File: config.mk
export PLATFORM = sky130hd
export DESIGN_NAME = pimfb_top
export DESIGN_NICKNAME = d
export VERILOG_FILES = /design/src/logic/pimfb_pkg.sv /design/src/logic/pimfb_top.sv
export SDC_FILE = /design/constraint.sdc
export NUM_CORES = 1
export LEC_CHECK = 0
export BUFFER_PORTS_ARGS = -buffer_cell sky130_fd_sc_hd__buf_2
export CORE_MARGIN = 2
export CORE_UTILIZATION = 42
export DETAILED_ROUTE_END_ITERATION = 6
export GPL_ROUTABILITY_DRIVEN = 0
export PLACE_DENSITY = 0.8
export SYNTH_ARGS = -nofsm -noshare
export SYNTH_HDL_FRONTEND = slang
export SYNTH_SLANG_ARGS = --single-unit
File: constraint.sdc
create_clock -name clk -period 2 [get_ports clk]
set_input_delay 0.5 -clock clk [delete_from_list [all_inputs] [get_ports clk]]
set_output_delay 0.5 -clock clk [all_outputs]
set_load 0.005 [all_outputs]
File: src/logic/pimfb_pkg.sv
// Summary of operation
// - Two mask bits for the programmable timers share one address, bit 1 timer 1 and bit 0 timer 0, read/write, 1 enables, reset clears.
// - One read/write mask bit in bit 0 enables the serial interrupt when 1 and resets to 0.
// - One read/write mask bit in bit 0 enables the key input group interrupt when 1 and resets to 0.
// - Four read/write clock-timer mask bits (bit 3 1 Hz, bit 2 2 Hz, bit 1 8 Hz, bit 0 32 Hz) enable when 1 and reset to 0.
// - Two read/write stopwatch mask bits (bit 1 1 Hz, bit 0 10 Hz) enable when 1 and reset to 0.
// - The timer pending flags (bit 1 timer 1, bit 0 timer 0) read 1 after their event, clear on a written 1, ignore a written 0 and reset to 0.
// - The serial pending flag in bit 0 sets on its event, clears on a written 1, ignores a written 0 and resets to 0.
// - The key group pending flag in bit 0 sets on a key event, clears on a written 1, ignores a written 0 and resets to 0.
// - The four clock-timer pending flags set on their events, clear on a written 1, ignore a written 0 and reset to 0.
// - The two stopwatch pending flags set on their events, clear on a written 1, ignore a written 0 and reset to 0.
package pimfb_pkg;
	localparam int ADDR_W = 16;
	localparam int DATA_W = 4;
	localparam int NUM_GRP = 5;
	localparam logic [15:0] OFS_TMR_EN = 16'hFFE2;
	localparam logic [15:0] OFS_SER_EN = 16'hFFE3;
	localparam logic [15:0] OFS_KEY_EN = 16'hFFE4;
	localparam logic [15:0] OFS_TICK_EN = 16'hFFE6;
	localparam logic [15:0] OFS_SW_EN = 16'hFFE7;
	localparam logic [15:0] OFS_TMR_PEND = 16'hFFF2;
	localparam logic [15:0] OFS_SER_PEND = 16'hFFF3;
	localparam logic [15:0] OFS_KEY_PEND = 16'hFFF4;
	localparam logic [15:0] OFS_TICK_PEND = 16'hFFF6;
	localparam logic [15:0] OFS_SW_PEND = 16'hFFF7;
	// Implemented-bit masks per group; everything else reads 0.
	localparam logic [3:0] MSK_TMR = 4'h3;
	localparam logic [3:0] MSK_SER = 4'h1;
	localparam logic [3:0] MSK_KEY = 4'h1;
	localparam logic [3:0] MSK_TICK = 4'hF;
	localparam logic [3:0] MSK_SW = 4'h3;
	localparam logic [3:0] RST_VAL = 4'h0;
	localparam logic [31:0] RD_ZERO = 32'h0000_0000;
	typedef struct packed {
		logic [1:0] tmr;
		logic ser;
		logic key;
		logic [3:0] tick;
		logic [1:0] sw;
	} pimfb_evt_type;
endpackage

File: src/logic/pimfb_top.sv
`timescale 1ns/1ns
`default_nettype none
// Registers are 16-bit word indices taken from the printed offsets; each sits in one 32-bit
// word at byte address four times the index. Answers come one cycle after the request.
module pimfb_top (
	input wire logic clk,
	input wire logic srst,
	input wire logic [17:0] avs_address,
	input wire logic avs_read,
	input wire logic avs_write,
	input wire logic [31:0] avs_writedata,
	input wire logic [3:0] avs_byteenable,
	output logic [31:0] avs_readdata,
	output logic avs_waitrequest,
	input wire pimfb_pkg::pimfb_evt_type evt_in,
	output logic irq
);
	logic [3:0] en_ff [pimfb_pkg::NUM_GRP];
	logic [3:0] pend_ff [pimfb_pkg::NUM_GRP];
	logic [3:0] nxt_en [pimfb_pkg::NUM_GRP];
	logic [3:0] nxt_pend [pimfb_pkg::NUM_GRP];
	logic [31:0] rdata_ff;
	logic ack_ff;
	logic [3:0] grp_msk [pimfb_pkg::NUM_GRP];
	logic [3:0] grp_evt [pimfb_pkg::NUM_GRP];
	logic [15:0] grp_en_ofs [pimfb_pkg::NUM_GRP];
	logic [15:0] grp_pend_ofs [pimfb_pkg::NUM_GRP];
	logic [15:0] word_idx;
	logic req;
	logic wr_go;
	logic [3:0] wdata;
	logic [3:0] hit_en;
	logic [3:0] hit_pend;
	logic [4:0] sel_en;
	logic [4:0] sel_pend;
	logic [4:0] grp_irq;
	logic [3:0] rd_mux;

	// Events arrive from peripherals on this same clock, so they are not resynchronised.
	assign grp_evt[0] = {2'h0, evt_in.tmr};
	assign grp_evt[1] = {3'h0, evt_in.ser};
	assign grp_evt[2] = {3'h0, evt_in.key};
	assign grp_evt[3] = evt_in.tick;
	assign grp_evt[4] = {2'h0, evt_in.sw};
	assign grp_msk[0] = pimfb_pkg::MSK_TMR;
	assign grp_msk[1] = pimfb_pkg::MSK_SER;
	assign grp_msk[2] = pimfb_pkg::MSK_KEY;
	assign grp_msk[3] = pimfb_pkg::MSK_TICK;
	assign grp_msk[4] = pimfb_pkg::MSK_SW;
	assign grp_en_ofs[0] = pimfb_pkg::OFS_TMR_EN;
	assign grp_en_ofs[1] = pimfb_pkg::OFS_SER_EN;
	assign grp_en_ofs[2] = pimfb_pkg::OFS_KEY_EN;
	assign grp_en_ofs[3] = pimfb_pkg::OFS_TICK_EN;
	assign grp_en_ofs[4] = pimfb_pkg::OFS_SW_EN;
	assign grp_pend_ofs[0] = pimfb_pkg::OFS_TMR_PEND;
	assign grp_pend_ofs[1] = pimfb_pkg::OFS_SER_PEND;
	assign grp_pend_ofs[2] = pimfb_pkg::OFS_KEY_PEND;
	assign grp_pend_ofs[3] = pimfb_pkg::OFS_TICK_PEND;
	assign grp_pend_ofs[4] = pimfb_pkg::OFS_SW_PEND;

	assign word_idx = avs_address[17:2];
	// A new request is taken only on the cycle it first appears, never during the answer cycle.
	assign req = (avs_read | avs_write) & ~ack_ff;
	// A write lands only at the edge where waitrequest is seen low, so the master's view and the state agree.
	assign wr_go = avs_write & ack_ff & avs_byteenable[0];
	assign wdata = avs_writedata[3:0];

	genvar g;
	generate
		for (g = 0; g < pimfb_pkg::NUM_GRP; g++) begin : gen_grp
			assign sel_en[g] = (word_idx == grp_en_ofs[g]);
			assign sel_pend[g] = (word_idx == grp_pend_ofs[g]);
			assign nxt_en[g] = (wr_go & sel_en[g]) ? (wdata & grp_msk[g]) : en_ff[g];
			// A new event wins over a clear written in the same cycle, so no event is lost.
			assign nxt_pend[g] = ((pend_ff[g] & ~((wr_go & sel_pend[g]) ? wdata : 4'h0)) | grp_evt[g])
				& grp_msk[g];
			assign grp_irq[g] = |(pend_ff[g] & en_ff[g]);
			always_ff @(posedge clk) begin
				if (srst) begin
					en_ff[g] <= pimfb_pkg::RST_VAL;
					pend_ff[g] <= pimfb_pkg::RST_VAL;
				end else begin
					en_ff[g] <= nxt_en[g];
					pend_ff[g] <= nxt_pend[g];
				end
			end
		end
	endgenerate

	always_comb begin
		hit_en = 4'h0;
		hit_pend = 4'h0;
		for (int i = 0; i < pimfb_pkg::NUM_GRP; i++) begin
			hit_en = hit_en | (sel_en[i] ? en_ff[i] : 4'h0);
			hit_pend = hit_pend | (sel_pend[i] ? pend_ff[i] : 4'h0);
		end
	end
	// Unmapped addresses read zero and drop writes.
	assign rd_mux = hit_en | hit_pend;

	always_ff @(posedge clk) begin
		if (srst) begin
			ack_ff <= 1'b0;
			rdata_ff <= pimfb_pkg::RD_ZERO;
		end else begin
			ack_ff <= req;
			rdata_ff <= {28'h0000000, rd_mux};
		end
	end

	assign avs_waitrequest = (avs_read | avs_write) & ~ack_ff;
	assign avs_readdata = rdata_ff;
	assign irq = |grp_irq;
endmodule
`default_nettype wire

Word level (Yosys, flattened, before mapping)
Memories as Yosys holds them, arrays and structs flattened.
Index checks and enable logic that the tools add are counted.

word-level totals
  flip-flop bits (word level) = 33
  output and inout port bits = 34
  memory bits (writable) = 40
  memories kept = 2

memory list
  name     words  bits a word  rd ports  clocked after memory_dff  wr ports  RTL line         RTL
  en_ff    5      4            5         0                         5         pimfb_top.sv:18  logic [3:0] en_ff [pimfb_pkg::NUM_GRP];
  pend_ff  5      4            5         0                         5         pimfb_top.sv:19  logic [3:0] pend_ff [pimfb_pkg::NUM_GRP];

cells by class
  bitwise gates (word level) = 54
  reductions and logical operators = 1
  muxes and demuxes = 33
  equality and inequality tests = 10

operators with widths
  cell                    count
  $eq A16 B16 Y1 const B  10
  $mux W4                 26
  $or A4 B4 Y4            10
  $and A4 B4 Y4           6
  $reduce_or A20 Y1       1
  $and A1 B1 Y1           15
  $or A1 B1 Y1            13
  $mux W1                 5
  $and A2 B2 Y2           2
  $mux W2                 2
  $not A2 Y2              2
  $not A4 Y4              1
  $or A2 B2 Y2            2
  $not A1 Y1              3

Longest topological paths before layout
Gate-level depths: netlist of run 1.

  word-level depth = 8
  gate-level depth with buffers = 5
  depth with buffers taken out = 4

Worst setup path after synthesis of run 1
No wires, ideal clock.

  kind = input-to-reg
  start point = input avs_address[2]
  end point = memory pend_ff[3][2]
  stages on the path = 5
  slack = 0.246 ns
  arrival time = 1.622 ns
  path buffers = 1
  cell sequence = buf_6 -> and4bb_4 -> or4b_4 -> o21ai_1 -> a21oi_1

RTL lines
  item         RTL line         RTL
  from (decl)  pimfb_top.sv:8   input wire logic [17:0] avs_address,
  to (decl)    pimfb_top.sv:19

==> results.ini, run 1 <==
[run_status]
outcome=completed

[final_layout]
seq_area_um2=500.5
layout-drive-gt1-share_pct=28.32
antenna-diode-count=0
areaGrowthSynthToFinish_pct=15.13
n_fill_cell=365
layout.nets=295
multi_input_area_um2=887.1

[setup_path]
worstSetupStartpointType=flop
crit_path_top_delay_cell=dfxtp_1
crit_family=compound AO/OA/AOI/OAI gates
worst-path-max-fanout=3
crit_buf_inv=1
cp_cell_sequence=a22o_1, a221oi_2, nand4_1, buf_2
arrival_ps=1390
critical_path_required_ps=1500
crit_path_end_kind=output port
path_class=reg2out
cp_slowest_stage_delay_ps=350

[timing]
period_share_pct=94.46
rsz0062_at_grt=no
hold_viol=0
fin_skew_ps=4.330
min_period_ps=1889
max_freq_mhz=529.3
tns_ps=0
setup_violations=0
final_max_slew_viol_count=0

[logic_synthesis]
async_reset_ff_share_pct=0
ys.flop_type=dfxtp_1
syn_inst=178
syn-cell-area_mm2=0.001530
synth.top_cell.area_share_pct=32.71
synth_top_cell_by_area=dfxtp_1
synth_edf_count=0
seq_area_frac_synth_pct=32.71
synth_common_cells=28 x buf_4, 25 x dfxtp_1, 14 x nor2_1
yosysMostFrequentCell=buf_4
synth.distinct_cells=38
ys_ff_latch=25
synth_warnings=0
yosys-top-cells-area=dfxtp_1 33%, buf_4 14%, mux2i_1 5.9%, a311oi_1 4.6%, nand3_1 4.3%
syn_area_per_cell_um2=8.597

[drt]
remaining_drc_errors=0
wl_mm=3.469
dr.pass1.iters=4
avgRoutedWirePerCell_um=12.75
drtIter0Drc=102
vias_per_cell=5.169
ant_nets=0
vias=1406

[clock_network]
clock_path_buffers=2
clock_sink_count=25
numCtsBuffers=3
insertion_delay_ps=330
cts_max_level=1
cts_tree=done
clk_pin_slew_worst_paths_ps=130
clockRootBuffer=clkbuf_4

[die]
io_pins=102
die_w_um=64.36
fp.dieArea_mm2=0.004142
die_h_um=64.36
core_area_mm2=0.003416
start_util_pct=44.80
rows=21

[placed_design]
portBuffers=40
hpwl_mm=2.608

[pwr]
ir_worst_vdd_mv=0.2306
p_total_uw=901.7
powerDensity_mw_per_mm2=511.8
leakagePower_nw=0.7813

[global_route]
grt-ovfl-total=0
grt_pass1_vias=1243
grtUsageTotal_pct=17.13
grt_pass1_wl_mm=5.582
grt_max_degree=24
antenna_found_initial=0

[flow_run]
maxCapViolations=0

[min_path]
hold_path_class=in2reg

worst paths after layout:
path	start	to	slack, ps	cells after the start
setup reg to reg	ack_ff$_SDFF_PP0_	pend_ff[3][3]$_SDFF_PP0_	500	4
hold / removal	evt_in[4]	pend_ff[3][2]$_SDFF_PP0_	390	3
hold reg to reg	ack_ff$_SDFF_PP0_	ack_ff$_SDFF_PP0_	500	1
setup / recovery	pend_ff[4][0]$_SDFF_PP0_	irq	110	4
repair_timing:
| item | 4_1_cts | 5_1_grt |
|---|---|---|
| setup buffers | 0 | 0 |
| setup endpoints to repair | 0 | 1 |
| gates resized for setup | 0 | 1 |
| hold buffers | 0 | 0 |
| hold endpoints to repair | 0 | 0 |
routing by layer:
metal | track usage, % | vias to the layer above | wire, um
met5 | 0 | - | 0
met3 | 2.113 | 7 | 232
met2 | 28.13 | 62 | 1624
li1 | - | 693 | -
met1 | 21.51 | 644 | 1527
met4 | 9.840 | 0 | 84
kinds of logic (layout without fill, tap and decap cells):
logic type	Yosys count	in the layout	synth area share, %
AOI/OAI and AO/OA	37	37	16.68
buffers and inverters	36	57	16.35
DFF	25	25	32.71
muxes	10	10	6.623
other	1	28	0.2451
and+or+nand+nor	69	69	27.39
sequential cells by signal, indices dropped and copies added, names as in the netlist:
register / flops
pend_ff: 10
avs_readdata: 4
ack_ff: 1
en_ff: 10
metrics by stage:
step,hold slack (ps),worst slack (ps),std cells,utilization (%),area [um2]
floorplan,448.0,245.5,205,-,1632
global placement,464.5,197.5,268,50.62,1729
detailed placement,482.4,189.8,268,50.62,1729
CTS,378.0,62.33,272,51.39,1755
global route,414.0,30.86,272,51.58,1762
finish,385.5,110.8,272,51.58,1762
report_power, final:
group          total [mW]  internal [mW]  switching [mW]
Combinational       0.142         0.0635          0.0781
Clock               0.232         0.0784           0.153
Sequential          0.528          0.514          0.0143
Total               0.902          0.656           0.246
cell usage in the layout, fill, tap and decap left out:
cell / netlist / final
a21bo_2: 2 / 2
a21oi_1: 10 / 10
a221oi_2: 0 / 1
a22o_1: 1 / 1
a22oi_1: 4 / 4
a311oi_1: 8 / 8
a31oi_1: 1 / 1
and3_1: 1 / 1
and4_1: 1 / 1
and4b_1: 1 / 1
and4bb_4: 1 / 1
buf_2: 2 / 40
buf_4: 28 / 11
clkbuf_1: 3 / 1
clkbuf_4: 0 / 3
conb_1: 1 / 28
dfxtp_1: 25 / 25
inv_1: 2 / 2
mux2_2: 1 / 1
mux2i_1: 9 / 9
nand2_1: 8 / 8
nand2b_1: 8 / 8
nand3_1: 13 / 13
nand4_1: 3 / 3
nand4b_1: 2 / 2
nor2_1: 14 / 14
nor2b_1: 8 / 8
nor3_1: 2 / 2
nor4_1: 1 / 1
nor4_2: 2 / 2
nor4b_1: 1 / 1
nor4b_2: 2 / 2
o211a_1: 1 / 1
o21ai_0: 1 / 1
o21ai_1: 6 / 6
o22a_1: 1 / 1
o31ai_1: 1 / 1
or4b_4: 1 / 1
worst reg2reg max path: stages, from the launching register on:
cell and delay [ps]:
dfxtp_1 400, nand3_1 150, or4b_4 620, o21ai_1 160
a21oi_1 80
layout make-up:
| cell class | count | area share [%] |
|---|---|---|
| flip-flops and latches | 25 | 28.41 |
| repair buffers | 51 | 16.05 |
| multi-input cells | 144 | 50.36 |
| clock buffers | 4 | 1.491 |
| inverters | 2 | 0.4261 |
| well taps | 46 | 3.267 |
(Power assumes the default switching activity.)
==> run 2, diff against run 1 <==
Settings changed: CORE_UTILIZATION 42 to 38, PLACE_DENSITY 0.8 to 0.77, RECOVER_POWER from default to 100.
Clock period 2 ns to 1.7 ns, I/O delays scaled along.
==> run 2 against run 1 <==
  * Sequential cell count unchanged
  * The flow now finishes with violations (setup timing)
  * Hold slack got worse by 4.0 ps
  * Sequential power up 18%
  * First-iteration DRC count decreased by 41%
==> results.ini, run 2 (synthesis gave the netlist of run 1 again) <==
[timing]
tns_ps=-42.48  ; was 0 ps
whs_ps=381.5  ; was 385.5 ps
setup_violations=1  ; was 0
worstMarginPinSlew_ps=951.5
max_freq_mhz=573.9
hold_viol=0  ; unchanged
period_share_pct=102.5
slew_headroom_pct=36.57
setup_slack_ps=-42.48  ; was 110.8 ps
fin_skew_ps=6.482  ; was 4.330 ps
rsz0062_at_grt=yes  ; was no
min_period_ps=1742
final_max_slew_viol_count=0  ; unchanged

[pwr]
powerDensity_mw_per_mm2=637.6  ; was 511.8 mW/mm2
ir_worst_vdd_mv=0.2607  ; was 0.2306 mV
p_total_mw=1.146  ; was 901.7 uW
comb_power_share_pct=14.5  ; was 15.7%
p_sw_uw=299.2  ; was 245.7 uW
p_int_uw=846.3  ; was 656.0 uW
clock_power_share_pct=31.3  ; was 25.7%
sw_frac_of_total_pct=26.12  ; was 27.25%
leakagePower_nw=0.7927  ; was 0.7813 nW
p_seq_share_pct=54.2  ; was 58.6%

[drt]
wl_mm=3.368  ; was 3.469 mm
remaining_drc_errors=0  ; unchanged
avgRoutedWirePerCell_um=11.94  ; was 12.75 um
dr.pass1.iters=5  ; was 4
vias=1410  ; was 1,406
drtIter0Drc=60  ; was 102
ant_nets=0  ; unchanged
vias_per_cell=5.000  ; was 5.169

[setup_path]
cp_cell_sequence=a22o_1, a221oi_2, nand4_1, buf_2  ; unchanged
crit_path_end_kind=output port  ; unchanged
path_class=reg2out  ; unchanged
crit_path_top_delay_cell=dfxtp_2  ; was dfxtp_1
critical_path_required_ps=1270  ; was 1500 ps
worstSetupStartpointType=flop  ; unchanged
worst-path-max-fanout=2  ; was 3
arrival_ps=1320  ; was 1390 ps
cp_slowest_stage_delay_ps=330  ; was 350 ps

[final_layout]
layout.nets=301  ; was 295
final_common_cell=buf_2  ; unchanged
layout-drive-gt1-share_pct=27.16  ; was 28.32%
areaGrowthSynthToFinish_pct=17.42  ; was 15.13%
fin_util_pct=45.57  ; was 51.58%
final_cell_mix=37 x buf_2, 28 x conb_1, 23 x dfxtp_1  ; was 40 x buf_2, 28 x conb_1, 25 x dfxtp_1
antenna-diode-count=0  ; unchanged

[die]
io_pins=102  ; unchanged
rows=23  ; was 21
fp.dieArea_mm2=0.004550  ; was 0.004142 mm2
die_h_um=67.46  ; was 64.36 um
core_area_mm2=0.003943  ; was 0.003416 mm2
die_w_um=67.46  ; was 64.36 um
start_util_pct=38.81  ; was 44.80%

[placed_design]
pre_cts_ws_ps=-42.03  ; was 189.8 ps
hpwl_mm=2.617  ; was 2.608 mm
portBuffers=40  ; unchanged

[global_route]
grt_max_degree=24  ; unchanged
antenna_found_initial=0  ; unchanged
grt_pass1_vias=1193  ; was 1,243
grt_pass1_wl_mm=5.382  ; was 5.582 mm
grtUsageTotal_pct=15.78  ; was 17.13%
grt-ovfl-total=0  ; unchanged

[flow_run]
maxCapViolations=0  ; unchanged

[run_status]
violations=setup timing
outcome=finished with violations  ; was completed

[clock_network]
clockRootBuffer=clkbuf_8  ; was clkbuf_4
cts_max_level=1  ; unchanged
numCtsBuffers=3  ; unchanged
clock_path_buffers=2  ; unchanged
clk_pin_slew_worst_paths_ps=90  ; was 130 ps
clock_sink_count=25  ; unchanged
insertion_delay_ps=270  ; was 330 ps
cts_tree=done  ; unchanged
hold_buffers=0  ; unchanged

[min_path]
hold_path_class=in2reg  ; unchanged

==> run 2: cell types whose count changed in the layout (fill, tap and decap cells not counted), sizes merged <==
| cell | before | now |
|---|---|---|
| clkinv | 0 | 1 |
| clkbuf | 4 | 12 |
| buf | 51 | 48 |
==> run 2: what timing repair did <==
item | CTS | global route
endpoints found under the hold margin | 0 | 0
pin swaps | 2 | 1
buffers inserted | 1 | 0
gates resized for setup | 3 | 0
setup endpoints to repair | 1 | 1
==> run 2: per-stage QoR <==
step,area (um2),instances
after floorplan,1632,205
after global placement,1772,277
after detailed placement,1772,277
after CTS,1834,282
after global routing,1797,282
final,1797,282
==> run 2: final timing paths <==
kind	start	end	slack [ps]	cells after the start
min reg2reg	ack_ff$_SDFF_PP0_	ack_ff$_SDFF_PP0_	490	1
min	evt_in[5]	pend_ff[3][3]$_SDFF_PP0_	380	3
max reg2reg	ack_ff$_SDFF_PP0_	pend_ff[3][2]$_SDFF_PP0_	150	4
max	en_ff[4][0]$_SDFFE_PP0P_	irq	-40	4
==> run 2: power by group through the flow <==
| stage | logic, mW | clock network, mW | registers, mW |
|---|---|---|---|
| global placement | 0.165 | 0 | 0.633 |
| floorplan | 0.139 | 0 | 0.628 |
| detailed placement | 0.169 | 0 | 0.633 |
| global route | 0.189 | 0.393 | 0.624 |
| finish | 0.166 | 0.358 | 0.621 |
| CTS | 0.169 | 0.367 | 0.620 |
==> run 2: area by class of cell <==
cell class	count	area, um2
inverters	2	7.507
clock inverters	1	5.005
multi-input cells	144	870.8
repair buffers	57	306.5
fillers	394	2146
well taps	50	62.56
clock buffers	3	41.29
flip-flops and latches	25	503.0
==> run 2: worst max-delay path, delay by kind of cell (launching register included) <==
kind | cells | cell delay (ps)
buffers and inverters | 1 | 150
AOI/OAI and AO/OA | 2 | 430
and+or+nand+nor | 1 | 130
DFF | 1 | 330
==> run 2: metal layers <==
metal | vias up | share of wire, % | track usage (%)
met2 | 53 | 47 | 26.11
met1 | 652 | 43 | 19.63
li1 | 700 | - | -
met3 | 5 | 7.6 | 2.667
met4 | 0 | 1.9 | 8.163
met5 | - | 0 | 0
